[config.mk]
export PLATFORM = sky130hd
export DESIGN_NAME = dcid_top
export DESIGN_NICKNAME = d
export VERILOG_FILES = /design/src/dcid_pkg.sv /design/src/dcid_top.sv /design/src/dcid_sync2.sv
export VERILOG_INCLUDE_DIRS = /design/src
export SDC_FILE = /design/constraint.sdc
export NUM_CORES = 1
export LEC_CHECK = 0
export BUFFER_PORTS_ARGS = -buffer_cell sky130_fd_sc_hd__buf_2
export CORE_UTILIZATION = 25
export CTS_BUF_LIST = sky130_fd_sc_hd__clkbuf_8
export CTS_CLUSTER_SIZE = 16
export DETAILED_ROUTE_END_ITERATION = 10
export PLACE_DENSITY_LB_ADDON = 0.2
export SYNTH_ARGS = -nofsm -noshare
export SYNTH_HDL_FRONTEND = slang
export SYNTH_SLANG_ARGS = --single-unit
[constraint.sdc]
create_clock -name core_clk -period 7 [get_ports core_clk]
set_input_delay 1.4 -clock core_clk [delete_from_list [all_inputs] [get_ports core_clk]]
set_output_delay 1.4 -clock core_clk [all_outputs]
set_load 0.005 [all_outputs]
[src/dcid_consts.svh]
`ifndef DCID_CONSTS_SVH
`define DCID_CONSTS_SVH
`define DCID_NUM_GRIDS 11
`define DCID_SEG_BITS 16
`define DCID_GRID_W 4
`define DCID_CLK_MHZ 100
`define DCID_REF_KHZ 4190
`define DCID_POR_US 1000
`define DCID_WDOG_US 100000
`define DCID_BEEP_DIV 20'h0C350
`define DCID_SCAN_DIV 16'h2710
`define DCID_PAT1 16'h5A5A
`define DCID_PAT2 16'hA5A5
`define DCID_SEG_OFF 16'h0000
`define DCID_SEG_ON 16'hFFFF
`define DCID_FRAME_BITS 20
`define DCID_ADDR_HI 19
`define DCID_ADDR_LO 16
`define DCID_REG_CTRL 12'h000
`define DCID_REG_STAT 12'h004
`endif

[src/dcid_pkg.sv]
package dcid_pkg;
  typedef enum logic [1:0] {
    DCID_PAT_OFF,
    DCID_PAT_ON,
    DCID_PAT_ONE,
    DCID_PAT_TWO
  } dcid_pat_t;
  typedef struct packed {
    logic [10:0] grid;
    logic [15:0] anode;
  } dcid_drive_t;
endpackage

[src/dcid_top.sv]
// Decided for this implementation: the APB interface to the registers and the register addresses.
`timescale 1ns/1ps
`default_nettype none
`include "dcid_consts.svh"
// How it works
// RULE1: straps caught after power-up reset select the initial segment pattern.
// RULE2: unstrapped display test reads one, lamp test zero: all lit.
// RULE3: test patterns one or two sound the beeper without a command.
// RULE4: internal reset held for the power-up interval, then released.
// RULE5: ready-to-receive line goes low once reset ends.
// RULE6: host toggles serial data and clock; commands arrive only then.
// RULE7: timing scaled from the 4.19 MHz reference cycle; the code scales its counts from the 100 MHz core clock instead.
// RULE8: eleven grids scanned 0 to 10, one enabled at a time.
// RULE9: a segment lights only when anode and grid are both driven.
// RULE10: watchdog reset, suppressed while its disable strap is grounded.
// RULE11: pattern keeps refreshing until serial writes replace memory.
module dcid_top #(
  parameter int POR_CYC = `DCID_POR_US * `DCID_CLK_MHZ,
  parameter int WDOG_CYC = `DCID_WDOG_US * `DCID_CLK_MHZ
) (
  input wire logic core_clk,
  input wire logic rst_n,
  input wire logic display_test_strap_n,
  input wire logic lamp_test_strap_n,
  input wire logic watchdog_disable_n,
  input wire logic host_serial_command_clock,
  input wire logic host_serial_command_data,
  input wire logic psel,
  input wire logic penable,
  input wire logic pwrite,
  input wire logic [11:0] paddr,
  input wire logic [31:0] pwdata,
  output logic [31:0] prdata,
  output logic pready,
  output logic pslverr,
  output logic host_link_ready_n,
  output logic ctrl_reset,
  output logic beeper,
  output logic [10:0] grid_drive,
  output logic [15:0] anode_drive
);
  logic [1:0] rs_r;
  logic rst_core_n;
  always_ff @(posedge core_clk or negedge rst_n) begin
    if (!rst_n) rs_r <= 2'b00;
    else rs_r <= {rs_r[0], 1'b1};
  end
  assign rst_core_n = rs_r[1];

  logic dt_s, lt_s, wd_s, sck_s, sda_s;
  dcid_sync2 u_dt (.core_clk(core_clk), .rst_n(rst_core_n), .d(display_test_strap_n), .q(dt_s));
  dcid_sync2 u_lt (.core_clk(core_clk), .rst_n(rst_core_n), .d(lamp_test_strap_n), .q(lt_s));
  dcid_sync2 u_wd (.core_clk(core_clk), .rst_n(rst_core_n), .d(watchdog_disable_n), .q(wd_s));
  dcid_sync2 u_ck (.core_clk(core_clk), .rst_n(rst_core_n),
    .d(host_serial_command_clock), .q(sck_s));
  dcid_sync2 u_da (.core_clk(core_clk), .rst_n(rst_core_n),
    .d(host_serial_command_data), .q(sda_s));

  // power-up and watchdog reset sequencing
  logic [31:0] por_r, por_nxt, wd_r, wd_nxt;
  logic in_rst_r, in_rst_nxt, kick_r, kick_nxt;
  logic [31:0] ctrl_r, ctrl_nxt;
  logic wdog_fire;
  assign wdog_fire = wd_s && (wd_r >= 32'(WDOG_CYC - 1)); // [RULE10]
  always_comb begin
    por_nxt = por_r;
    in_rst_nxt = in_rst_r;
    wd_nxt = wd_r + 32'h1;
    if (in_rst_r) begin
      wd_nxt = 32'h0;
      if (por_r >= 32'(POR_CYC - 1)) in_rst_nxt = 1'b0; // [RULE4] [RULE7]
      else por_nxt = por_r + 32'h1;
    end else if (kick_r || !wd_s) begin
      wd_nxt = 32'h0;
    end else if (wdog_fire) begin
      in_rst_nxt = 1'b1; // [RULE10]
      por_nxt = 32'h0;
    end
  end
  always_ff @(posedge core_clk or negedge rst_core_n) begin
    if (!rst_core_n) begin
      por_r <= 32'h0;
      in_rst_r <= 1'b1;
      wd_r <= 32'h0;
    end else begin
      por_r <= por_nxt;
      in_rst_r <= in_rst_nxt;
      wd_r <= wd_nxt;
    end
  end
  assign ctrl_reset = in_rst_r;
  assign host_link_ready_n = in_rst_r; // [RULE5]

  // strap capture, pattern select
  dcid_pkg::dcid_pat_t pat_r, pat_nxt;
  logic beep_en_r, beep_en_nxt, rst_d_r;
  always_comb begin
    pat_nxt = pat_r;
    beep_en_nxt = beep_en_r;
    if (rst_d_r && !in_rst_r) begin
      unique case ({dt_s, lt_s}) // [RULE1] [RULE2]
        2'b11: pat_nxt = dcid_pkg::DCID_PAT_OFF;
        2'b10: pat_nxt = dcid_pkg::DCID_PAT_ON;
        2'b01: pat_nxt = dcid_pkg::DCID_PAT_ONE;
        2'b00: pat_nxt = dcid_pkg::DCID_PAT_TWO;
      endcase
      beep_en_nxt = !dt_s; // [RULE3]
    end
  end

  // serial receive: 20-bit frame, 4-bit grid address then 16 segments
  logic sck_d_r;
  logic [19:0] sh_r, sh_nxt;
  logic [4:0] cnt_r, cnt_nxt;
  logic [15:0] mem_r [0:10];
  logic wr_en;
  logic [3:0] wr_addr;
  always_comb begin
    sh_nxt = sh_r;
    cnt_nxt = cnt_r;
    wr_en = 1'b0;
    wr_addr = sh_r[`DCID_ADDR_HI-1:`DCID_ADDR_LO-1];
    if (!in_rst_r && sck_s && !sck_d_r) begin // [RULE6]
      sh_nxt = {sh_r[18:0], sda_s};
      if (cnt_r == 5'(`DCID_FRAME_BITS - 1)) begin
        cnt_nxt = 5'h0;
        wr_en = (wr_addr < 4'(`DCID_NUM_GRIDS));
      end else begin
        cnt_nxt = cnt_r + 5'h1;
      end
    end
  end
  function automatic logic [15:0] pat_word(input dcid_pkg::dcid_pat_t p, input int i);
    unique case (p)
      dcid_pkg::DCID_PAT_OFF: pat_word = `DCID_SEG_OFF;
      dcid_pkg::DCID_PAT_ON: pat_word = `DCID_SEG_ON;
      dcid_pkg::DCID_PAT_ONE: pat_word = (i % 2 == 0) ? `DCID_PAT1 : `DCID_PAT2;
      dcid_pkg::DCID_PAT_TWO: pat_word = (i % 2 == 0) ? `DCID_PAT2 : `DCID_PAT1;
    endcase
  endfunction
  always_ff @(posedge core_clk or negedge rst_core_n) begin
    if (!rst_core_n) begin
      pat_r <= dcid_pkg::DCID_PAT_ON;
      beep_en_r <= 1'b0;
      rst_d_r <= 1'b1;
      sck_d_r <= 1'b0;
      sh_r <= 20'h0;
      cnt_r <= 5'h0;
    end else begin
      pat_r <= pat_nxt;
      beep_en_r <= beep_en_nxt;
      rst_d_r <= in_rst_r;
      sck_d_r <= sck_s;
      sh_r <= sh_nxt;
      cnt_r <= cnt_nxt;
    end
  end
  always_ff @(posedge core_clk) begin
    for (int i = 0; i < `DCID_NUM_GRIDS; i++) begin
      if (rst_d_r && !in_rst_r) mem_r[i] <= pat_word(pat_nxt, i); // [RULE1] [RULE11]
      else if (wr_en && wr_addr == 4'(i)) mem_r[i] <= sh_nxt[15:0]; // [RULE11]
    end
  end

  // grid scan
  logic [15:0] scan_r, scan_nxt;
  logic [3:0] gidx_r, gidx_nxt;
  logic [19:0] bdiv_r, bdiv_nxt;
  logic btone_r, btone_nxt;
  dcid_pkg::dcid_drive_t drv_r, drv_nxt;
  always_comb begin
    scan_nxt = scan_r + 16'h1;
    gidx_nxt = gidx_r;
    if (scan_r == `DCID_SCAN_DIV) begin
      scan_nxt = 16'h0;
      gidx_nxt = (gidx_r == 4'(`DCID_NUM_GRIDS - 1)) ? 4'h0 : gidx_r + 4'h1; // [RULE8]
    end
    drv_nxt.grid = 11'h0;
    drv_nxt.anode = 16'h0;
    if (!in_rst_r) begin
      drv_nxt.grid = 11'(11'h1 << gidx_r); // [RULE8]
      drv_nxt.anode = mem_r[gidx_r]; // [RULE9] [RULE11]
    end
    bdiv_nxt = bdiv_r + 20'h1;
    btone_nxt = btone_r;
    if (bdiv_r == `DCID_BEEP_DIV) begin
      bdiv_nxt = 20'h0;
      btone_nxt = !btone_r;
    end
  end
  always_ff @(posedge core_clk or negedge rst_core_n) begin
    if (!rst_core_n) begin
      scan_r <= 16'h0;
      gidx_r <= 4'h0;
      drv_r <= '0;
      bdiv_r <= 20'h0;
      // tone opens on its high half so a test pattern is heard at once
      btone_r <= 1'b1;
    end else begin
      scan_r <= scan_nxt;
      gidx_r <= gidx_nxt;
      drv_r <= drv_nxt;
      bdiv_r <= bdiv_nxt;
      btone_r <= btone_nxt;
    end
  end
  assign grid_drive = drv_r.grid;
  assign anode_drive = drv_r.anode;
  assign beeper = beep_en_r && btone_r && !in_rst_r && !ctrl_r[1]; // [RULE3]

  // apb: ctrl bit0 kicks watchdog (self clearing), bit1 mutes beeper
  logic [31:0] rd_nxt, prdata_r;
  logic apb_wr, apb_rd, bad;
  assign apb_wr = psel && penable && pwrite;
  assign apb_rd = psel && !penable && !pwrite;
  assign bad = (paddr != `DCID_REG_CTRL) && (paddr != `DCID_REG_STAT);
  always_comb begin
    ctrl_nxt = {ctrl_r[31:1], 1'b0};
    kick_nxt = 1'b0;
    rd_nxt = prdata_r;
    if (apb_wr && paddr == `DCID_REG_CTRL) begin
      ctrl_nxt = {30'h0, pwdata[1], 1'b0};
      kick_nxt = pwdata[0];
    end
    if (apb_rd) begin
      rd_nxt = 32'h0;
      if (paddr == `DCID_REG_CTRL) rd_nxt = ctrl_r;
      if (paddr == `DCID_REG_STAT) rd_nxt = {24'h0, pat_r, beep_en_r, host_link_ready_n, gidx_r};
    end
  end
  always_ff @(posedge core_clk or negedge rst_core_n) begin
    if (!rst_core_n) begin
      ctrl_r <= 32'h0;
      kick_r <= 1'b0;
      prdata_r <= 32'h0;
    end else begin
      ctrl_r <= ctrl_nxt;
      kick_r <= kick_nxt;
      prdata_r <= rd_nxt;
    end
  end
  assign prdata = prdata_r;
  assign pready = 1'b1;
  assign pslverr = psel && penable && bad;

  chk_link_ready: assert property (@(posedge core_clk) disable iff (!rst_core_n)
    $fell(in_rst_r) |-> !host_link_ready_n) else $error("ready not low after reset"); // [RULE5]
  chk_grid_onehot: assert property (@(posedge core_clk) disable iff (!rst_core_n)
    !in_rst_r |=> $onehot(grid_drive)) else $error("grid not one-hot"); // [RULE8]
  chk_beep_test: assert property (@(posedge core_clk) disable iff (!rst_core_n)
    beeper |-> (pat_r == dcid_pkg::DCID_PAT_ONE || pat_r == dcid_pkg::DCID_PAT_TWO))
    else $error("beep without test pattern"); // [RULE3]
  chk_strap_pat: assert property (@(posedge core_clk) disable iff (!rst_core_n)
    (rst_d_r && !in_rst_r && dt_s && !lt_s) |=> pat_r == dcid_pkg::DCID_PAT_ON)
    else $error("default pattern wrong"); // [RULE2]
  chk_strap_off: assert property (@(posedge core_clk) disable iff (!rst_core_n)
    (rst_d_r && !in_rst_r && dt_s && lt_s) |=> ##1 mem_r[0] == `DCID_SEG_OFF)
    else $error("off pattern wrong"); // [RULE1]
  chk_wdog_off: assert property (@(posedge core_clk) disable iff (!rst_core_n)
    (!wd_s && !in_rst_r) |=> !in_rst_r) else $error("watchdog fired while disabled"); // [RULE10]
  chk_rst_hold: assert property (@(posedge core_clk) disable iff (!rst_core_n)
    (in_rst_r && por_r < 32'(POR_CYC - 1)) |=> in_rst_r) else $error("reset ended early"); // [RULE4]
  chk_anode_blank: assert property (@(posedge core_clk) disable iff (!rst_core_n)
    in_rst_r |=> (grid_drive == 11'h0 && anode_drive == 16'h0))
    else $error("drive during reset"); // [RULE9]
  cov_pat_two: cover property (@(posedge core_clk) pat_r == dcid_pkg::DCID_PAT_TWO);
  cov_frame: cover property (@(posedge core_clk) wr_en);
  cov_wdog: cover property (@(posedge core_clk) wdog_fire);
endmodule
`default_nettype wire

[src/dcid_sync2.sv]
`timescale 1ns/1ps
`default_nettype none
module dcid_sync2 (
  input wire logic core_clk,
  input wire logic rst_n,
  input wire logic d,
  output logic q
);
  logic s1_r;
  logic s2_r;
  always_ff @(posedge core_clk or negedge rst_n) begin
    if (!rst_n) begin
      s1_r <= 1'b0;
      s2_r <= 1'b0;
    end else begin
      s1_r <= d;
      s2_r <= s1_r;
    end
  end
  assign q = s2_r;
endmodule
`default_nettype wire

; ---- After elaboration in Yosys (flattened, before gate mapping)
; Memory sizes are Yosys's and may differ from the RTL's.
; Index checks and enable logic that the tools add are counted.
[classes]
eq_ne = 24
n_bitwise = 11
magnitude_cmp = 3
n_mux = 73
addsub = 6
shift = 1
reduce_logical = 41
[op_table]
columns = cell, count
row1 = $mux W16, 15
row2 = $mux W32, 7
row3 = $pmux W16 S4, 2
row4 = $add A32 B1 Y32 const B, 2
row5 = $mux W1, 42
row6 = $ge A32 B17 Y1 const B, 1
row7 = $ge A32 B24 Y1 const B, 1
row8 = $mux W27, 1
row9 = $logic_and A1 B1 Y1, 25
row10 = $add A20 B1 Y20 const B, 1
row11 = $eq A20 B16 Y1 const B, 1
row12 = $mux W20, 1
row13 = $add A16 B1 Y16 const B, 1
row14 = $eq A16 B14 Y1 const B, 1
row15 = $eq A4 B3 Y1 const B, 4
row16 = $eq A4 B4 Y1 const B, 4
row17 = $eq A12 B3 Y1 const B, 1
row18 = $logic_not A12 Y1, 1
row19 = $ne A12 B3 Y1 const B, 1
row20 = $reduce_bool A12 Y1, 1
row21 = $or A1 B1 Y1, 11
row22 = $shl A1 B4 Y11 const A, 1
row23 = $eq A2 B2 Y1 const B, 4
row24 = $eq A4 B2 Y1 const B, 2
row25 = other kinds (17), 28
[word_totals]
ram_bits = 176
inputBits = 54
reg_bits = 209
mem_count = 1
out_inout_bits = 64
[mem_list]
columns = name, words, word_bits, rd, rd_clocked_by_memory_dff, write_ports, line_no
row1 = mem_r, 11, 16, 1, 0, 11, dcid_top.sv:115  ; logic [15:0] mem_r [0:10];

; ---- Logic depth before layout (Yosys ltp)
[logic_depth]
depth_word = 9
depth_mapped = 10

; ---- Cells and area by module
; A second synthesis with hierarchy kept.
[unflattened]
hier_cells = 1382
hier_area_um2 = 16515.8
[modules_own_cells]
columns = mod, area_each_um2, cells_per_inst, instances, seq_area_each_um2
row1 = dcid_top, 16265.6, 1372, 1, 9644.2
row2 = dcid_sync2, 50.0, 2, 5, 50.0

; ---- Least setup slack after synthesis
; Ideal clock, no wire load.
[synth_timing]
kind = input -> output
startpoint = input port paddr[5]
endpoint = output port pslverr
arrival_ps = 2163
cell_stages = 4
required_time_ps = 5600
slack_ps = 3437
path_cell_list = nor4_1 nand2_1 nor4_1 nor2_1
[synth_between]
elab_chain_len = 3
word_cells_on_any_way = 4
cone_classes = eq/ne: 1 / reduce/logical: 3
[synth_rtl]
columns = element, line_no
row1 = from (decl), dcid_top.sv:31  ; input wire logic [11:0] paddr,
row2 = $ne A12 B3 Y1 (no line) or $reduce_bool A12 Y1 (tied branches), --
row3 = $logic_and A1 B1 Y1 *, dcid_top.sv:216  ; assign bad = (paddr != `DCID_REG_CTRL) && (paddr != `DCID_REG_STAT);
row4 = $logic_and A1 B1 Y1 *, dcid_top.sv:244  ; assign pslverr = psel && penable && bad;
row5 = to (decl), dcid_top.sv:35  ; output logic pslverr,
; Mark *: on every way between the ends. The rest lies on a longest branch, timed or not.

; ---- Worst setup path after layout
[layout_timing]
startpoint = input port paddr[1]
endpoint = output port pslverr
; Same word-level chain as after synthesis.

==> impl_metrics.csv <==
group,metric,value,unit
timing,rsz0062_at_grt,"false",
setup_path,crit_type,"primary input to output port",
grt,grt_pass1_wl,67.7,mm
timing,worstMarginPinSlew,1210,ps
timing,worst_clock_skew,25.4,ps
route,first_iter_violations,897,
timing,finalSetupTns,0,ps
setup_path,max_stage_delay,500,ps
power,p_leak,7.22,nW
setup_path,slowest_stage,"nor4_1",
clock_tree,cts_hold_buf,0,
yosys,async_flop_share,51.1,%
grt,antenna_found_initial,2,
yosys,ys_ff_latch,360,
clock_tree,clock-root-buffer,"clkbuf_8",
clock_tree,clockBufferDepth,3,
floorplan,fp-row-count,93,
grt,grt_pass1_vias,10986,
yosys,synth-edff-count,176,
placed_design,port_buffers,62,
floorplan,core-area,0.0643,mm²
run,cap_viol_max_count,0,
timing,fin_crit_sh,57.3,%
setup_path,critPathTopFamily,"simple AND/OR/NAND/NOR gates",
layout,final_core_util,29.2,%
floorplan,die_height,257,µm
power,irDropWorstVdd,0.000126,V
route,ant_nets,0,
placed_design,placed_cell_area,0.0175,mm²
timing,slew_headroom,17.6,%
setup_path,path_buf_inv,2,
timing,hold_viol_final,0,
layout,finalNonFillerCells,2324,
route,dr.pass1.iters,5,
timing,fin_ws,2990,ps
route,drc,0,
clock_tree,cts_resized,0,
grt,grt_max_degree,122,
placed_design,place_worst_setup_slack,3010,ps
timing,setup_viol,0,
grt,met2_usage,21.3,%
floorplan,io_pins,118,
grt,grt_use_total,13.4,%
grt,busiest_layer,"met2",
timing,timing.fmax,249,MHz
placed_design,place.gp.congestion,0.762,
layout,drive_above_1_share,17.9,%
clock_tree,cts_setup_buffers,0,
route,avgViaCountPerCell,4.68,
min_path,hold_class,"flip-flop to flip-flop",
timing,fin_crit,4010,ps
yosys,netlist_area,0.0162,mm²
floorplan,die_w,257,µm
setup_path,critical_path_required,5600,ps
timing,hold_ws,342,ps
clock_tree,cts_tree,"yes",
layout,nets,1483,
setup_path,path_cells,"buf_2 -> nor4_1 -> nand2_1 -> nor4_1 -> nor2_1 -> buf_2",
outcome,status,"completed",
clock_tree,cts_made_buffers,68,
setup_path,cp-end-kind,"output port",
grt,gr-total-overflow,0,
yosys,syn_area_per_cell,12.0,µm²
setup_path,worstSetupStartpointType,"primary input",
clock_tree,cts.sinks,360,
power,p_per_area,260,mW/mm²
yosys,ys_warn_count,0,
grt,grt_util_met3,2.75,%
layout,design_area,0.0188,mm²
setup_path,arrival,2610,ps
layout,area_growth,15.6,%
placed_design,dpl.cell_count,2202,
setup_path,crit_path_max_fanout,4,
yosys,seq_area_frac_synth,60.9,%
grt,met1_usage,18.1,%
floorplan,initial_core_util,25.2,%
timing,finalMaxSlewViolations,0,
clock_tree,h-tree-depth,3,
setup_path,r2r_slack,3130,ps
yosys,syn_inst,1356,
power,p_total,4.88,mW
placed_design,dpl.hpwl,26.6,mm
floorplan,dieArea,0.0660,mm²
yosys,ys_types,55,
route,totalWireLength,44.1,mm
clock_tree,clkTransAtPathRegs,60,ps
yosys,synth_top_flop_cell,"dfrtp_1",
route,post_drt_wl_per_cell,19.0,µm
clock_tree,worst_skew_pair.late_latency,630,ps
route,num_vias,10865,
==> kinds of logic (layout without fill, tap and decap cells) <==
kind of cell | Yosys count | after routing | synth area share (%)
AOI/OAI and AO/OA | 314 | 314 | 11.4
xor gates and xnor gates | 53 | 53 | 2.86
adders and majority gates | 12 | 12 | 0.924
buffers and inverters | 163 | 251 | 4.51
DFF | 360 | 360 | 60.9
muxes | 77 | 77 | 7.25
other | 2 | 27 | 0.0462
and+or+nand+nor | 375 | 375 | 12.1
==> where the power goes <==
| group | total [mW] | switching, mW | internal [mW] |
|---|---|---|---|
| sequential | 2.36 | 0.0575 | 2.30 |
| clock | 2.00 | 0.904 | 1.10 |
| combinational | 0.516 | 0.380 | 0.136 |
==> Yosys cell counts, types with 4 or more instances <==
master | number | area, µm²
a31oi_1 | 93 | 582
inv_1 | 33 | 124
buf_1 | 7 | 26.3
nor2_1 | 102 | 383
a22o_1 | 9 | 78.8
clkbuf_1 | 82 | 308
mux2i_1 | 40 | 400
or3_1 | 12 | 75.1
and2_1 | 32 | 200
nor3_1 | 14 | 70.1
and3_1 | 14 | 87.6
o21ai_0 | 39 | 195
nand2_1 | 65 | 244
buf_4 | 28 | 210
nand2b_1 | 8 | 50.1
nor2b_1 | 26 | 163
buf_2 | 13 | 65.1
mux2_2 | 5 | 56.3
ha_1 | 12 | 150
nor4_1 | 12 | 75.1
and4_1 | 6 | 52.6
nand3_1 | 43 | 215
edfxtp_1 | 176 | 5290
a21oi_1 | 131 | 656
a211oi_1 | 33 | 248
mux4_2 | 32 | 721
dfrtp_1 | 180 | 4500
xnor2_1 | 23 | 201
dfstp_2 | 4 | 105
nand4_1 | 16 | 100
xor2_1 | 30 | 263
==> layout make-up <==
type / instances / area, µm²
clock buffers: 86 / 1180
fillers: 6640 / 45600
inverters: 33 / 124
clock inverters: 35 / 141
diodes: 1 / 2.50
flip-flops and latches: 360 / 9900
repair buffers: 97 / 586
well taps: 855 / 1070
multi-input cells: 857 / 5770
==> routing by layer <==
metal	share of wire [%]	wire, µm
met1	46	20200
met2	47	20700
met3	5.0	2220
met4	1.9	850
met5	0.029	13
==> state kept, by name, summed over array words and instances (netlist names), 2 cells and up <==
register,cells
rs_r,2
mem_r,176
wd_r,32
prdata,8
anode_drive,16
scan_r,16
gidx_r,4
bdiv_r,20
grid_drive,11
cnt_r,5
pat_r,2
por_r,32
sh_r,19
==> worst paths after layout <==
kind / endpoint / startpoint / cells after the start
max: pslverr / paddr[1] / 6
min: u_wd.q$_DFF_PN0_ / u_wd.s1_r$_DFF_PN0_ / 0
max reg2reg: mem_r[4][7]$_DFFE_PP_ / ctrl_reset$_DFF_PN1_ / 9
min reg2reg: u_wd.q$_DFF_PN0_ / u_wd.s1_r$_DFF_PN0_ / 0
max in group asynchronous: gidx_r[0]$_DFFE_PN0N_ / rs_r[1]$_DFF_PN0_ / 1
min in group asynchronous: wd_r[14]$_DFF_PN0_ / rs_r[1]$_DFF_PN0_ / 0
==> cell usage in the layout (no fill, tap or decap), drive strengths merged, types with 9 or more instances in the layout <==
| cell | n |
|---|---|
| nor2b | 26 |
| nand4 | 17 |
| a22o | 9 |
| conb | 26 |
| a31oi | 93 |
| and2 | 32 |
| xnor2 | 23 |
| and3 | 14 |
| dfrtp | 180 |
| mux4 | 32 |
| edfxtp | 176 |
| a211oi | 33 |
| nand2 | 65 |
| inv | 56 |
| a21oi | 131 |
| clkbuf | 86 |
| or3 | 12 |
| nand3 | 43 |
| clkinv | 11 |
| nor4 | 13 |
| o21ai | 39 |
| xor2 | 30 |
| nor3 | 18 |
| buf | 97 |
| mux2i | 40 |
| nor2 | 103 |
| ha | 12 |
==> worst register-to-register path, cell delays in order, from the launching register on <==
cell and delay [ps]:
dfstp_2 560, buf_4 520, nand2b_1 610, nor2_1 130, a21oi_1 250, ha_1 190
nor2_1 60, nor2_2 740, a21oi_1 390, a31oi_1 260
Note: power is estimated with default switching activity, not from simulation.
